File: config.mk
export PLATFORM = sky130hd
export DESIGN_NAME = tdr_timers
export DESIGN_NICKNAME = d
export VERILOG_FILES = /design/src/tdr_pkg.sv /design/src/tdr_timers.sv /design/src/tdr_sync3.sv
export VERILOG_INCLUDE_DIRS = /design/src /design/src/src
export SDC_FILE = /design/constraint.sdc
export NUM_CORES = 1
export LEC_CHECK = 0
export BUFFER_PORTS_ARGS = -buffer_cell sky130_fd_sc_hd__buf_2
export CORE_AREA = 10 10 95 181
export CTS_CLUSTER_DIAMETER = 150
export DETAILED_ROUTE_END_ITERATION = 8
export DIE_AREA = 0 0 105 191
export GPL_TIMING_DRIVEN = 0
export SLEW_MARGIN = 0
export SYNTH_ARGS = -nofsm -noshare
export SYNTH_HDL_FRONTEND = slang
export SYNTH_SLANG_ARGS = --single-unit
File: constraint.sdc
create_clock -name clk_in -period 8.7 [get_ports clk_in]
set_clock_uncertainty 0.15 [all_clocks]
set_input_delay 0.87 -clock clk_in [delete_from_list [all_inputs] [get_ports clk_in]]
set_output_delay 0.87 -clock clk_in [all_outputs]
set_load 0.005 [all_outputs]
File: src/tdr_map.svh
// register offsets, field positions, reset values and divider counts of the timer block
`ifndef TDR_MAP_SVH
`define TDR_MAP_SVH

// ==========================================================
// register offsets in the special-function space
`define TDR_ADDR_CTRL   8'h88
`define TDR_ADDR_MODE   8'h89
`define TDR_ADDR_T0LO   8'h8a
`define TDR_ADDR_T1LO   8'h8b
`define TDR_ADDR_T0HI   8'h8c
`define TDR_ADDR_T1HI   8'h8d
`define TDR_ADDR_CLKC   8'h8e

// ==========================================================
// timer_control_status fields
`define TDR_CTL_T1OVF   7
`define TDR_CTL_T1RUN   6
`define TDR_CTL_T0OVF   5
`define TDR_CTL_T0RUN   4
`define TDR_CTL_IRQ1F   3
`define TDR_CTL_IRQ1T   2
`define TDR_CTL_IRQ0F   1
`define TDR_CTL_IRQ0T   0

// ==========================================================
// timer_mode_select fields
`define TDR_MS_T1_GATE_ENABLE    7
`define TDR_MS_CNT1     6
`define TDR_MS_M1HI     5
`define TDR_MS_M1LO     4
`define TDR_MS_T0_GATE_ENABLE    3
`define TDR_MS_CNT0     2
`define TDR_MS_M0HI     1
`define TDR_MS_M0LO     0

// ==========================================================
// clock_prescale_control fields
`define TDR_CK_T2H      5
`define TDR_CK_T2L      4
`define TDR_CK_T1SEL    3
`define TDR_CK_T0SEL    2
`define TDR_CK_PREHI    1
`define TDR_CK_PRELO    0

// ==========================================================
// reset values and divider counts
`define TDR_RST_BYTE    8'h00
`define TDR_DIV_A       12
`define TDR_DIV_B       4
`define TDR_DIV_C       48
`define TDR_DIV_EXT     8

`endif

File: src/tdr_pkg.sv
// types shared by the timer control block and its pin synchroniser
package tdr_pkg;

  // ==========================================================
  // operating modes of a timer
  typedef enum logic [1:0] {
    TDR_MODE13,
    TDR_MODE16,
    TDR_RELOAD8,
    TDR_SPLIT8
  } tdr_mode_t;

  // ==========================================================
  // state of the pin synchroniser
  typedef struct packed {
    logic s1;
    logic s2;
    logic s3;
    logic lvl;
  } tdr_sync_t;

  // ==========================================================
  // state of the timer control block
  typedef struct packed {
    logic [7:0] ctl;
    logic [7:0] mode_sel;
    logic [7:0] tm0_lo;
    logic [7:0] tm0_hi;
    logic [7:0] tm1_lo;
    logic [7:0] tm1_hi;
    logic [5:0] clk_ctl;
    logic [5:0] pre_cnt;
    logic [2:0] ext_div;
    logic       ext_prev;
    logic       pin0_prev;
    logic       pin1_prev;
    logic       act0_prev;
    logic       act1_prev;
    logic [7:0] rdata;
    logic       t2h_tick;
    logic       t2l_tick;
  } tdr_state_t;

endpackage

File: src/tdr_timers.sv
// control, mode, clock-select and count registers of two counter/timers
`timescale 1ns/1ps
`default_nettype none
`include "tdr_map.svh"

module tdr_timers
  import tdr_pkg::*;
#(
  parameter int DIV_A   = `TDR_DIV_A,
  parameter int DIV_B   = `TDR_DIV_B,
  parameter int DIV_C   = `TDR_DIV_C,
  parameter int DIV_EXT = `TDR_DIV_EXT
) (
  input  wire logic       clk_in,              // system clock, 250 MHz
  input  wire logic       sys_rst_in,          // synchronous reset, active high
  input  wire logic [7:0] sfr_addr_in,         // register address
  input  wire logic       sfr_wr_in,           // write strobe
  input  wire logic [7:0] sfr_wdata_in,        // write data
  output logic      [7:0] sfr_rdata_out,       // read data, one cycle after address
  input  wire logic       ext_irq0_input_in,   // irq 0 pin
  input  wire logic       ext_irq1_input_in,   // irq 1 pin
  input  wire logic       irq0_polarity_in,    // 1 = irq 0 active high
  input  wire logic       irq1_polarity_in,    // 1 = irq 1 active high
  input  wire logic       count_pin_zero_in,   // timer 0 count pin
  input  wire logic       count_pin_one_in,    // timer 1 count pin
  input  wire logic       ext_clk_in,          // external oscillator pin
  input  wire logic       t0_vector_in,        // cpu vectors to timer 0 routine
  input  wire logic       t1_vector_in,        // cpu vectors to timer 1 routine
  input  wire logic       irq0_vector_in,      // cpu vectors to irq 0 routine
  input  wire logic       irq1_vector_in,      // cpu vectors to irq 1 routine
  input  wire logic       tmr2_split_in,       // timer 2 split mode
  input  wire logic       tmr2_alt_clk_sel_in, // timer 2 alternate clock select
  output logic            t0_overflow_flag_out, // timer 0 overflow flag
  output logic            t1_overflow_flag_out, // timer 1 overflow flag
  output logic            ext_irq0_flag_out,   // irq 0 flag
  output logic            ext_irq1_flag_out,   // irq 1 flag
  output logic            tmr2_high_tick_out,  // timer 2 high byte tick
  output logic            tmr2_low_tick_out    // timer 2 low byte tick
);

  // ==========================================================
  // parameters the counters cannot serve are refused
  if (DIV_C > 64 || DIV_C % DIV_A != 0 || DIV_C % DIV_B != 0 || DIV_A < 1 || DIV_B < 1)
    $error("prescale divisors do not fit the shared counter");
  if (DIV_EXT > 8 || DIV_EXT < 1)
    $error("external divisor does not fit its counter");

  tdr_state_t q;
  tdr_state_t n;
  logic       pin0_lvl;
  logic       pin1_lvl;
  logic       irq0_lvl;
  logic       irq1_lvl;
  logic       ext_lvl;

  // ==========================================================
  // every asynchronous input is filtered before use
  tdr_sync3 #(.INIT(1'b1)) u_pin0 (
    .clk_in(clk_in), .sys_rst_in(sys_rst_in), .pin_in(count_pin_zero_in), .lvl_out(pin0_lvl));
  tdr_sync3 #(.INIT(1'b1)) u_pin1 (
    .clk_in(clk_in), .sys_rst_in(sys_rst_in), .pin_in(count_pin_one_in), .lvl_out(pin1_lvl));
  tdr_sync3 #(.INIT(1'b1)) u_irq0 (
    .clk_in(clk_in), .sys_rst_in(sys_rst_in), .pin_in(ext_irq0_input_in), .lvl_out(irq0_lvl));
  tdr_sync3 #(.INIT(1'b1)) u_irq1 (
    .clk_in(clk_in), .sys_rst_in(sys_rst_in), .pin_in(ext_irq1_input_in), .lvl_out(irq1_lvl));
  tdr_sync3 #(.INIT(1'b0)) u_extc (
    .clk_in(clk_in), .sys_rst_in(sys_rst_in), .pin_in(ext_clk_in), .lvl_out(ext_lvl));

  // ==========================================================
  // one count step; returns {overflow, high, low}
  function automatic logic [16:0] tdr_step(input tdr_mode_t m, input logic [7:0] hi,
                                           input logic [7:0] lo);
    logic [16:0] r;
    logic [13:0] s13;
    logic [16:0] s16;
    logic [8:0]  s8;
    r   = {1'b0, hi, lo};
    s13 = {1'b0, hi, lo[4:0]} + 14'h0001;
    s16 = {1'b0, hi, lo} + 17'h00001;
    s8  = {1'b0, lo} + 9'h001;
    case (m)
      TDR_MODE13:  r = {s13[13], s13[12:5], lo[7:5], s13[4:0]};
      TDR_MODE16:  r = s16;
      TDR_RELOAD8: r = {s8[8], hi, (s8[8] ? hi : s8[7:0])};
      TDR_SPLIT8:  r = {s8[8], hi, s8[7:0]};
      default:     r = {1'b0, hi, lo};
    endcase
    return r;
  endfunction

  // ==========================================================
  // clock sources, ticks and enables
  logic      tick_a;
  logic      tick_b;
  logic      tick_c;
  logic      ext_fall;
  logic      tick_ext;
  logic      pre_tick;
  logic      tmr2_alt;
  logic      act0;
  logic      act1;
  logic      fall0;
  logic      fall1;
  logic      split;
  logic      en0;
  logic      en0h;
  logic      en1;
  tdr_mode_t m0;
  tdr_mode_t m1;

  assign tick_a   = (int'(q.pre_cnt) % DIV_A) == DIV_A - 1;
  assign tick_b   = (int'(q.pre_cnt) % DIV_B) == DIV_B - 1;
  assign tick_c   = int'(q.pre_cnt) == DIV_C - 1;
  assign ext_fall = q.ext_prev & ~ext_lvl;
  assign tick_ext = ext_fall & (int'(q.ext_div) == DIV_EXT - 1);

  // one shared prescaled tick for both timers
  always_comb begin
    case (q.clk_ctl[`TDR_CK_PREHI:`TDR_CK_PRELO])
      2'b00:   pre_tick = tick_a;
      2'b01:   pre_tick = tick_b;
      2'b10:   pre_tick = tick_c;
      default: pre_tick = tick_ext;
    endcase
  end

  assign tmr2_alt = tmr2_alt_clk_sel_in ? tick_ext : tick_a;
  // polarity 1 means the pin is active high
  assign act0  = ~(irq0_lvl ^ irq0_polarity_in);
  assign act1  = ~(irq1_lvl ^ irq1_polarity_in);
  assign fall0 = q.pin0_prev & ~pin0_lvl;
  assign fall1 = q.pin1_prev & ~pin1_lvl;
  assign m0    = tdr_mode_t'(q.mode_sel[`TDR_MS_M0HI:`TDR_MS_M0LO]);
  assign m1    = tdr_mode_t'(q.mode_sel[`TDR_MS_M1HI:`TDR_MS_M1LO]);
  assign split = m0 == TDR_SPLIT8;

  // timer 0: run bit, gate, then pin falls or selected clock
  assign en0 = q.ctl[`TDR_CTL_T0RUN] & (~q.mode_sel[`TDR_MS_T0_GATE_ENABLE] | act0)
             & (q.mode_sel[`TDR_MS_CNT0] ? fall0
                : (q.clk_ctl[`TDR_CK_T0SEL] | pre_tick));
  // split high byte is a plain timer on the timer 1 run bit
  assign en0h = split & q.ctl[`TDR_CTL_T1RUN]
              & (q.clk_ctl[`TDR_CK_T0SEL] | pre_tick);
  // while timer 0 is split, timer 1 runs by its mode alone and counts no pin
  assign en1 = (split ? 1'b1
                : q.ctl[`TDR_CTL_T1RUN] & (~q.mode_sel[`TDR_MS_T1_GATE_ENABLE] | act1))
             & (m1 != TDR_SPLIT8)
             & ((q.mode_sel[`TDR_MS_CNT1] & ~split) ? fall1
                : (q.clk_ctl[`TDR_CK_T1SEL] | pre_tick));

  // ==========================================================
  // next state: count, then software writes, then flag clears, then flag sets
  always_comb begin
    logic [16:0] r0;
    logic [16:0] r0h;
    logic [16:0] r1;
    logic        wr;
    n   = q;
    r0  = tdr_step(m0, q.tm0_hi, q.tm0_lo);
    r0h = tdr_step(TDR_SPLIT8, 8'h00, q.tm0_hi);
    r1  = tdr_step(m1, q.tm1_hi, q.tm1_lo);
    wr  = sfr_wr_in;

    // dividers for the prescaled and external clocks
    n.pre_cnt   = tick_c ? 6'h00 : q.pre_cnt + 6'h01;
    n.ext_prev  = ext_lvl;
    n.pin0_prev = pin0_lvl;
    n.pin1_prev = pin1_lvl;
    n.act0_prev = act0;
    n.act1_prev = act1;
    if (ext_fall) begin
      n.ext_div = tick_ext ? 3'h0 : q.ext_div + 3'h1;
    end

    // counting
    if (en0) begin
      n.tm0_lo = r0[7:0];
      if (!split) begin
        n.tm0_hi = r0[15:8];
      end
    end
    if (en0h) begin
      n.tm0_hi = r0h[7:0];
    end
    if (en1) begin
      n.tm1_hi = r1[15:8];
      n.tm1_lo = r1[7:0];
    end

    // software writes win over a count in the same cycle
    if (wr) begin
      case (sfr_addr_in)
        `TDR_ADDR_CTRL: n.ctl      = sfr_wdata_in;
        `TDR_ADDR_MODE: n.mode_sel = sfr_wdata_in;
        `TDR_ADDR_T0LO: n.tm0_lo   = sfr_wdata_in;
        `TDR_ADDR_T1LO: n.tm1_lo   = sfr_wdata_in;
        `TDR_ADDR_T0HI: n.tm0_hi   = sfr_wdata_in;
        `TDR_ADDR_T1HI: n.tm1_hi   = sfr_wdata_in;
        `TDR_ADDR_CLKC: n.clk_ctl  = sfr_wdata_in[5:0];
        default: ;
      endcase
    end

    // vectoring clears; irq flags only in edge mode
    if (t0_vector_in) n.ctl[`TDR_CTL_T0OVF] = 1'b0;
    if (t1_vector_in) n.ctl[`TDR_CTL_T1OVF] = 1'b0;
    if (irq0_vector_in && q.ctl[`TDR_CTL_IRQ0T]) n.ctl[`TDR_CTL_IRQ0F] = 1'b0;
    if (irq1_vector_in && q.ctl[`TDR_CTL_IRQ1T]) n.ctl[`TDR_CTL_IRQ1F] = 1'b0;

    // hardware sets come last so an event beats a clear in the same cycle
    if (en0 && r0[16]) n.ctl[`TDR_CTL_T0OVF] = 1'b1;
    if ((en0h && r0h[16]) || (en1 && r1[16] && !split)) begin
      n.ctl[`TDR_CTL_T1OVF] = 1'b1;
    end
    if (q.ctl[`TDR_CTL_IRQ0T] ? (act0 && !q.act0_prev) : act0) begin
      n.ctl[`TDR_CTL_IRQ0F] = 1'b1;
    end
    if (q.ctl[`TDR_CTL_IRQ1T] ? (act1 && !q.act1_prev) : act1) begin
      n.ctl[`TDR_CTL_IRQ1F] = 1'b1;
    end

    // timer 2 clock ticks; high byte select counts only when split
    n.t2l_tick = q.clk_ctl[`TDR_CK_T2L] | tmr2_alt;
    n.t2h_tick = tmr2_split_in ? (q.clk_ctl[`TDR_CK_T2H] | tmr2_alt)
               : (q.clk_ctl[`TDR_CK_T2L] | tmr2_alt);

    // read data registered from the address; unmapped reads give zero
    case (sfr_addr_in)
      `TDR_ADDR_CTRL: n.rdata = q.ctl;
      `TDR_ADDR_MODE: n.rdata = q.mode_sel;
      `TDR_ADDR_T0LO: n.rdata = q.tm0_lo;
      `TDR_ADDR_T1LO: n.rdata = q.tm1_lo;
      `TDR_ADDR_T0HI: n.rdata = q.tm0_hi;
      `TDR_ADDR_T1HI: n.rdata = q.tm1_hi;
      `TDR_ADDR_CLKC: n.rdata = {2'b00, q.clk_ctl};
      default:        n.rdata = 8'h00;
    endcase
  end

  // ==========================================================
  // state register; every register clears on reset
  always_ff @(posedge clk_in) begin
    if (sys_rst_in) begin
      q <= '0;
    end else begin
      q <= n;
    end
  end

  assign sfr_rdata_out        = q.rdata;
  assign t0_overflow_flag_out = q.ctl[`TDR_CTL_T0OVF];
  assign t1_overflow_flag_out = q.ctl[`TDR_CTL_T1OVF];
  assign ext_irq0_flag_out    = q.ctl[`TDR_CTL_IRQ0F];
  assign ext_irq1_flag_out    = q.ctl[`TDR_CTL_IRQ1F];
  assign tmr2_high_tick_out   = q.t2h_tick;
  assign tmr2_low_tick_out    = q.t2l_tick;

  // software writes legally override a count or a flag, so checks step aside for them
  logic wr_ctl;
  logic wr_t0;
  logic wr_t1;
  assign wr_ctl = sfr_wr_in && sfr_addr_in == `TDR_ADDR_CTRL;
  assign wr_t0  = sfr_wr_in && (sfr_addr_in == `TDR_ADDR_T0LO || sfr_addr_in == `TDR_ADDR_T0HI);
  assign wr_t1  = sfr_wr_in
                  && (sfr_addr_in == `TDR_ADDR_T1LO || sfr_addr_in == `TDR_ADDR_T1HI);
endmodule

`default_nettype wire

File: src/tdr_sync3.sv
// three-stage pin synchroniser with agreement filter
`timescale 1ns/1ps
`default_nettype none

module tdr_sync3
  import tdr_pkg::*;
#(
  parameter logic INIT = 1'b1
) (
  input  wire logic clk_in,      // system clock
  input  wire logic sys_rst_in,  // synchronous reset, active high
  input  wire logic pin_in,      // asynchronous pin
  output logic      lvl_out      // filtered level
);

  tdr_sync_t q;
  tdr_sync_t n;

  // ==========================================================
  // the first stage feeds only the second; the level moves once stages two and three agree
  always_comb begin
    n = q;
    n.s1 = pin_in;
    n.s2 = q.s1;
    n.s3 = q.s2;
    if (q.s2 == q.s3) begin
      n.lvl = q.s3;
    end
  end

  // idle pins sit at INIT so no false edge follows reset
  always_ff @(posedge clk_in) begin
    if (sys_rst_in) begin
      q <= '{s1: INIT, s2: INIT, s3: INIT, lvl: INIT};
    end else begin
      q <= n;
    end
  end

  assign lvl_out = q.lvl;

endmodule

`default_nettype wire

==> flow_summary_export.csv <==
group,metric,value,unit
status,outcome,"complete, no violations",
clock_tree,clock_path_buffers,2,
sta,tightest_slew,1.13,ns
yosys,synthFlopType,"dfxtp_1",
sta,max_freq,282,MHz
yosys,ys_seq_elements,98,
sta,rsz0062_at_grt,"false",
clock_tree,cts_inserted_buffers,9,
grt,grt_max_degree,17,
pwr,power_frac_seq,50.0,%
critical_path,rrSetupSlack,5.16,ns
sta,max_slew_margin,23.8,%
clock_tree,cts-hold-fix-buffers,0,
clock_tree,cts.sinks,98,
sta,fin_tns_setup,0,ns
clock_tree,clk_pin_slew,0.07,ns
detailed_routing,drc_errors,0,
detailed_routing,routed_wirelength,18.7,mm
detailed_routing,dr.first_iter.drc_count,413,
grt,grt_pass1_vias,5221,
critical_path,crit_type,"reg2reg",
critical_path,path_max_fanout,6,
pwr,power,937,µW
cells_and_area,syn_to_final_growth,13.8,%
grt,grt_usage,18.6,%
critical_path,crit_arrival,3.65,ns
cells_and_area,final_area,0.00625,mm²
clock_tree,cts_resized,0,
critical_path,worstRegToRegCells,9,
critical_path,end_kind,"flop",
cells_and_area,fin_cells,915,
clock_tree,cts-root-buf,"clkbuf_16",
die,dieArea,0.0201,mm²
hold_path,hold_path_class,"reg2reg",
critical_path,r2r_start,"q[22]",
cells_and_area,multi_input_area,0.00324,mm²
pwr,max-vdd-ir-drop,129,µV
detailed_routing,wl_per_cell,20.5,µm
clock_tree,htree_num_levels,3,
critical_path,startpoint,"q[22]",
cells_and_area,antenna_cells,0,
detailed_routing,vias_per_cell,5.73,
die,core,0.0143,mm²
pwr,p_sw_share,24.6,%
critical_path,critPathCapture,"q[48]",
grt,overflow,0,
cells_and_area,fill_cells,1501,
yosys,syn_inst,663,
cells_and_area,final_net_count,764,
pwr,power_switching,231,µW
pwr,internal_power,706,µW
sta,final-setup-viol-count,0,
cells_and_area,final_layout_size_suffix_gt1_share,15.4,%
yosys,synth_nets,708,
pwr,comb_power_share,6.8,%
yosys,synthArstFlopShare,0,%
pwr,powerDensity,150,mW/mm²
sta,min_period,3.54,ns
yosys,ys_seq_area_share,35.7,%
detailed_routing,firstDrtPassIters,7,
grt,antenna_found_initial,0,
placement,dpl_cell_area,0.00596,mm²
yosys,yosys.cell_types.count,62,
die,start_util,38.5,%
clock_tree,insertion_delay,0.34,ns
placement,portBuffers,45,
yosys,yosysWarnings,0,
placement,place_congestion,0.947,
placement,dp_cells,900,
die,die_height,191,µm
die,die_w,105,µm
yosys,synth-edff-count,0,
pwr,leakage,0.00233,µW
sta,hold_viol_final,0,
grt,grt_pass1_wl,29.2,mm
critical_path,r2r_end,"q[48]",
cells_and_area,regArea,0.00196,mm²
flow_run,cap_violations,0,
yosys,synth_area,0.00550,mm²
clock_tree,cts_tree,"built",
clock_tree,postCtsSetupBuffers,0,
placement,place_hpwl,14.7,mm
die,rows,62,
pwr,pwr-share-clk,43.2,%
detailed_routing,drtAntennaViolNets,0,
critical_path,cp.required,8.81,ns
detailed_routing,num_vias,5243,
sta,finalCritPeriodShare,40.7,%
yosys,synth.avg_cell_area,8.29,µm²
critical_path,cp-start-kind,"flop",
cells_and_area,fin_util,43.8,%
die,boundaryPins,46,
sta,slew_violations,0,
## worst min-delay path by stage
stage / startpoint / endpoint / slack, ns / cells after the start
floorplan: u_irq0.n[2] / u_irq0.n[1] / 0.24 / 1
global placement: u_pin1.n[2] / u_pin1.n[1] / 0.24 / 1
detailed placement: u_pin1.n[2] / u_pin1.n[1] / 0.25 / 1
CTS: u_pin1.n[2] / u_pin1.n[1] / 0.27 / 1
global route: u_pin1.n[2] / u_pin1.n[1] / 0.28 / 1
finish: u_pin1.n[2] / u_pin1.n[1] / 0.26 / 1
## sequential cells by signal (all words and copies together), names as in the netlist, 2 cells and up
name	count
m0	2
m1	2
q	60
sfr_rdata_out	8
u_extc.n	2
u_irq0.n	2
u_irq1.n	2
u_pin0.n	2
u_pin1.n	2
## cell usage in the layout, fill, tap and decap left out, drive strengths merged, types with 12 or more instances in the layout
cell    instances
dfxtp          98
nor2           79
nand2          67
buf            62
nand3          40
a21oi          40
mux2i          36
o21ai          35
clkbuf         33
or2            17
a211oi         16
xnor2          15
inv            15
ha             13
nor3           12
nor2b          12
nor4           12
## power groups by stage
| stage | logic [µW] | registers, µW | clock network (µW) |
|---|---|---|---|
| floorplan | 36.3 | 473 | 0 |
| global placement | 63.2 | 478 | 0 |
| detailed placement | 64.0 | 478 | 0 |
| CTS | 64.2 | 468 | 413 |
| global route | 70.5 | 468 | 429 |
| finish | 64.0 | 468 | 405 |
## cell type report
type	count	share of cell area (%)
multi-input cells	510	51.8
well taps	192	3.84
clock buffers	10	3.66
flip-flops and latches	98	31.4
repair buffers	45	3.60
clock inverters	5	1.02
plain buffers	41	3.82
inverters	14	0.840
## Yosys cell counts (all sizes together) (9+ instances only)
cell type / n / share of area, %
dfxtp: 98 / 36
nor2: 79 / 5.4
nand2: 67 / 4.6
a21oi: 40 / 3.6
nand3: 40 / 3.6
mux2i: 36 / 6.6
o21ai: 35 / 3.2
clkbuf: 23 / 1.9
buf: 17 / 2.3
or2: 17 / 1.9
a211oi: 16 / 2.2
xnor2: 15 / 2.4
inv: 14 / 0.96
ha: 13 / 3.0
nor2b: 12 / 1.4
nor3: 12 / 1.1
nor4: 12 / 1.4
a31oi: 9 / 1.0
and3: 9 / 1.1
nand4: 9 / 1.0
## critical path, cell delays in order, from the launching register on
cell and delay, ns:
dfxtp_1 0.43, inv_1 0.12, ha_1 0.28, or2_2 0.29, a21oi_1 0.29, nor4b_4 0.11, a211oi_1 0.74, o22ai_1 0.38
or4b_1 0.56, o211ai_1 0.10
## metal layers
metal	GRT usage, %	part of all wire, %	up-vias
li1	-	-	2480
met1	19.5	37	2509
met2	33.3	51	199
met3	2.93	4.7	55
met4	12.6	6.7	0
met5	0	0	-
## stage by stage
step | setup WS [ns] | hold slack [ns]
floorplan | 5.78 | 0.239
global placement | 4.97 | 0.241
detailed placement | 4.93 | 0.249
CTS | 5.18 | 0.266
global route | 4.99 | 0.276
finish | 5.16 | 0.262
## kinds of logic (layout without fill, tap and decap cells)
group | count (synthesis) | after routing | share of synthesized area, %
flip-flops | 98 | 98 | 35.7
AND/OR/NAND/NOR | 294 | 294 | 27.1
multiplexers | 44 | 44 | 9.84
AO/OA/AOI/OAI | 137 | 137 | 15.6
adder cells (fa/ha/maj) | 13 | 13 | 2.96
XOR/XNOR | 22 | 22 | 3.51
buffers and inverters | 55 | 115 | 5.31
No activity file was read; power rests on OpenSTA's default activity.
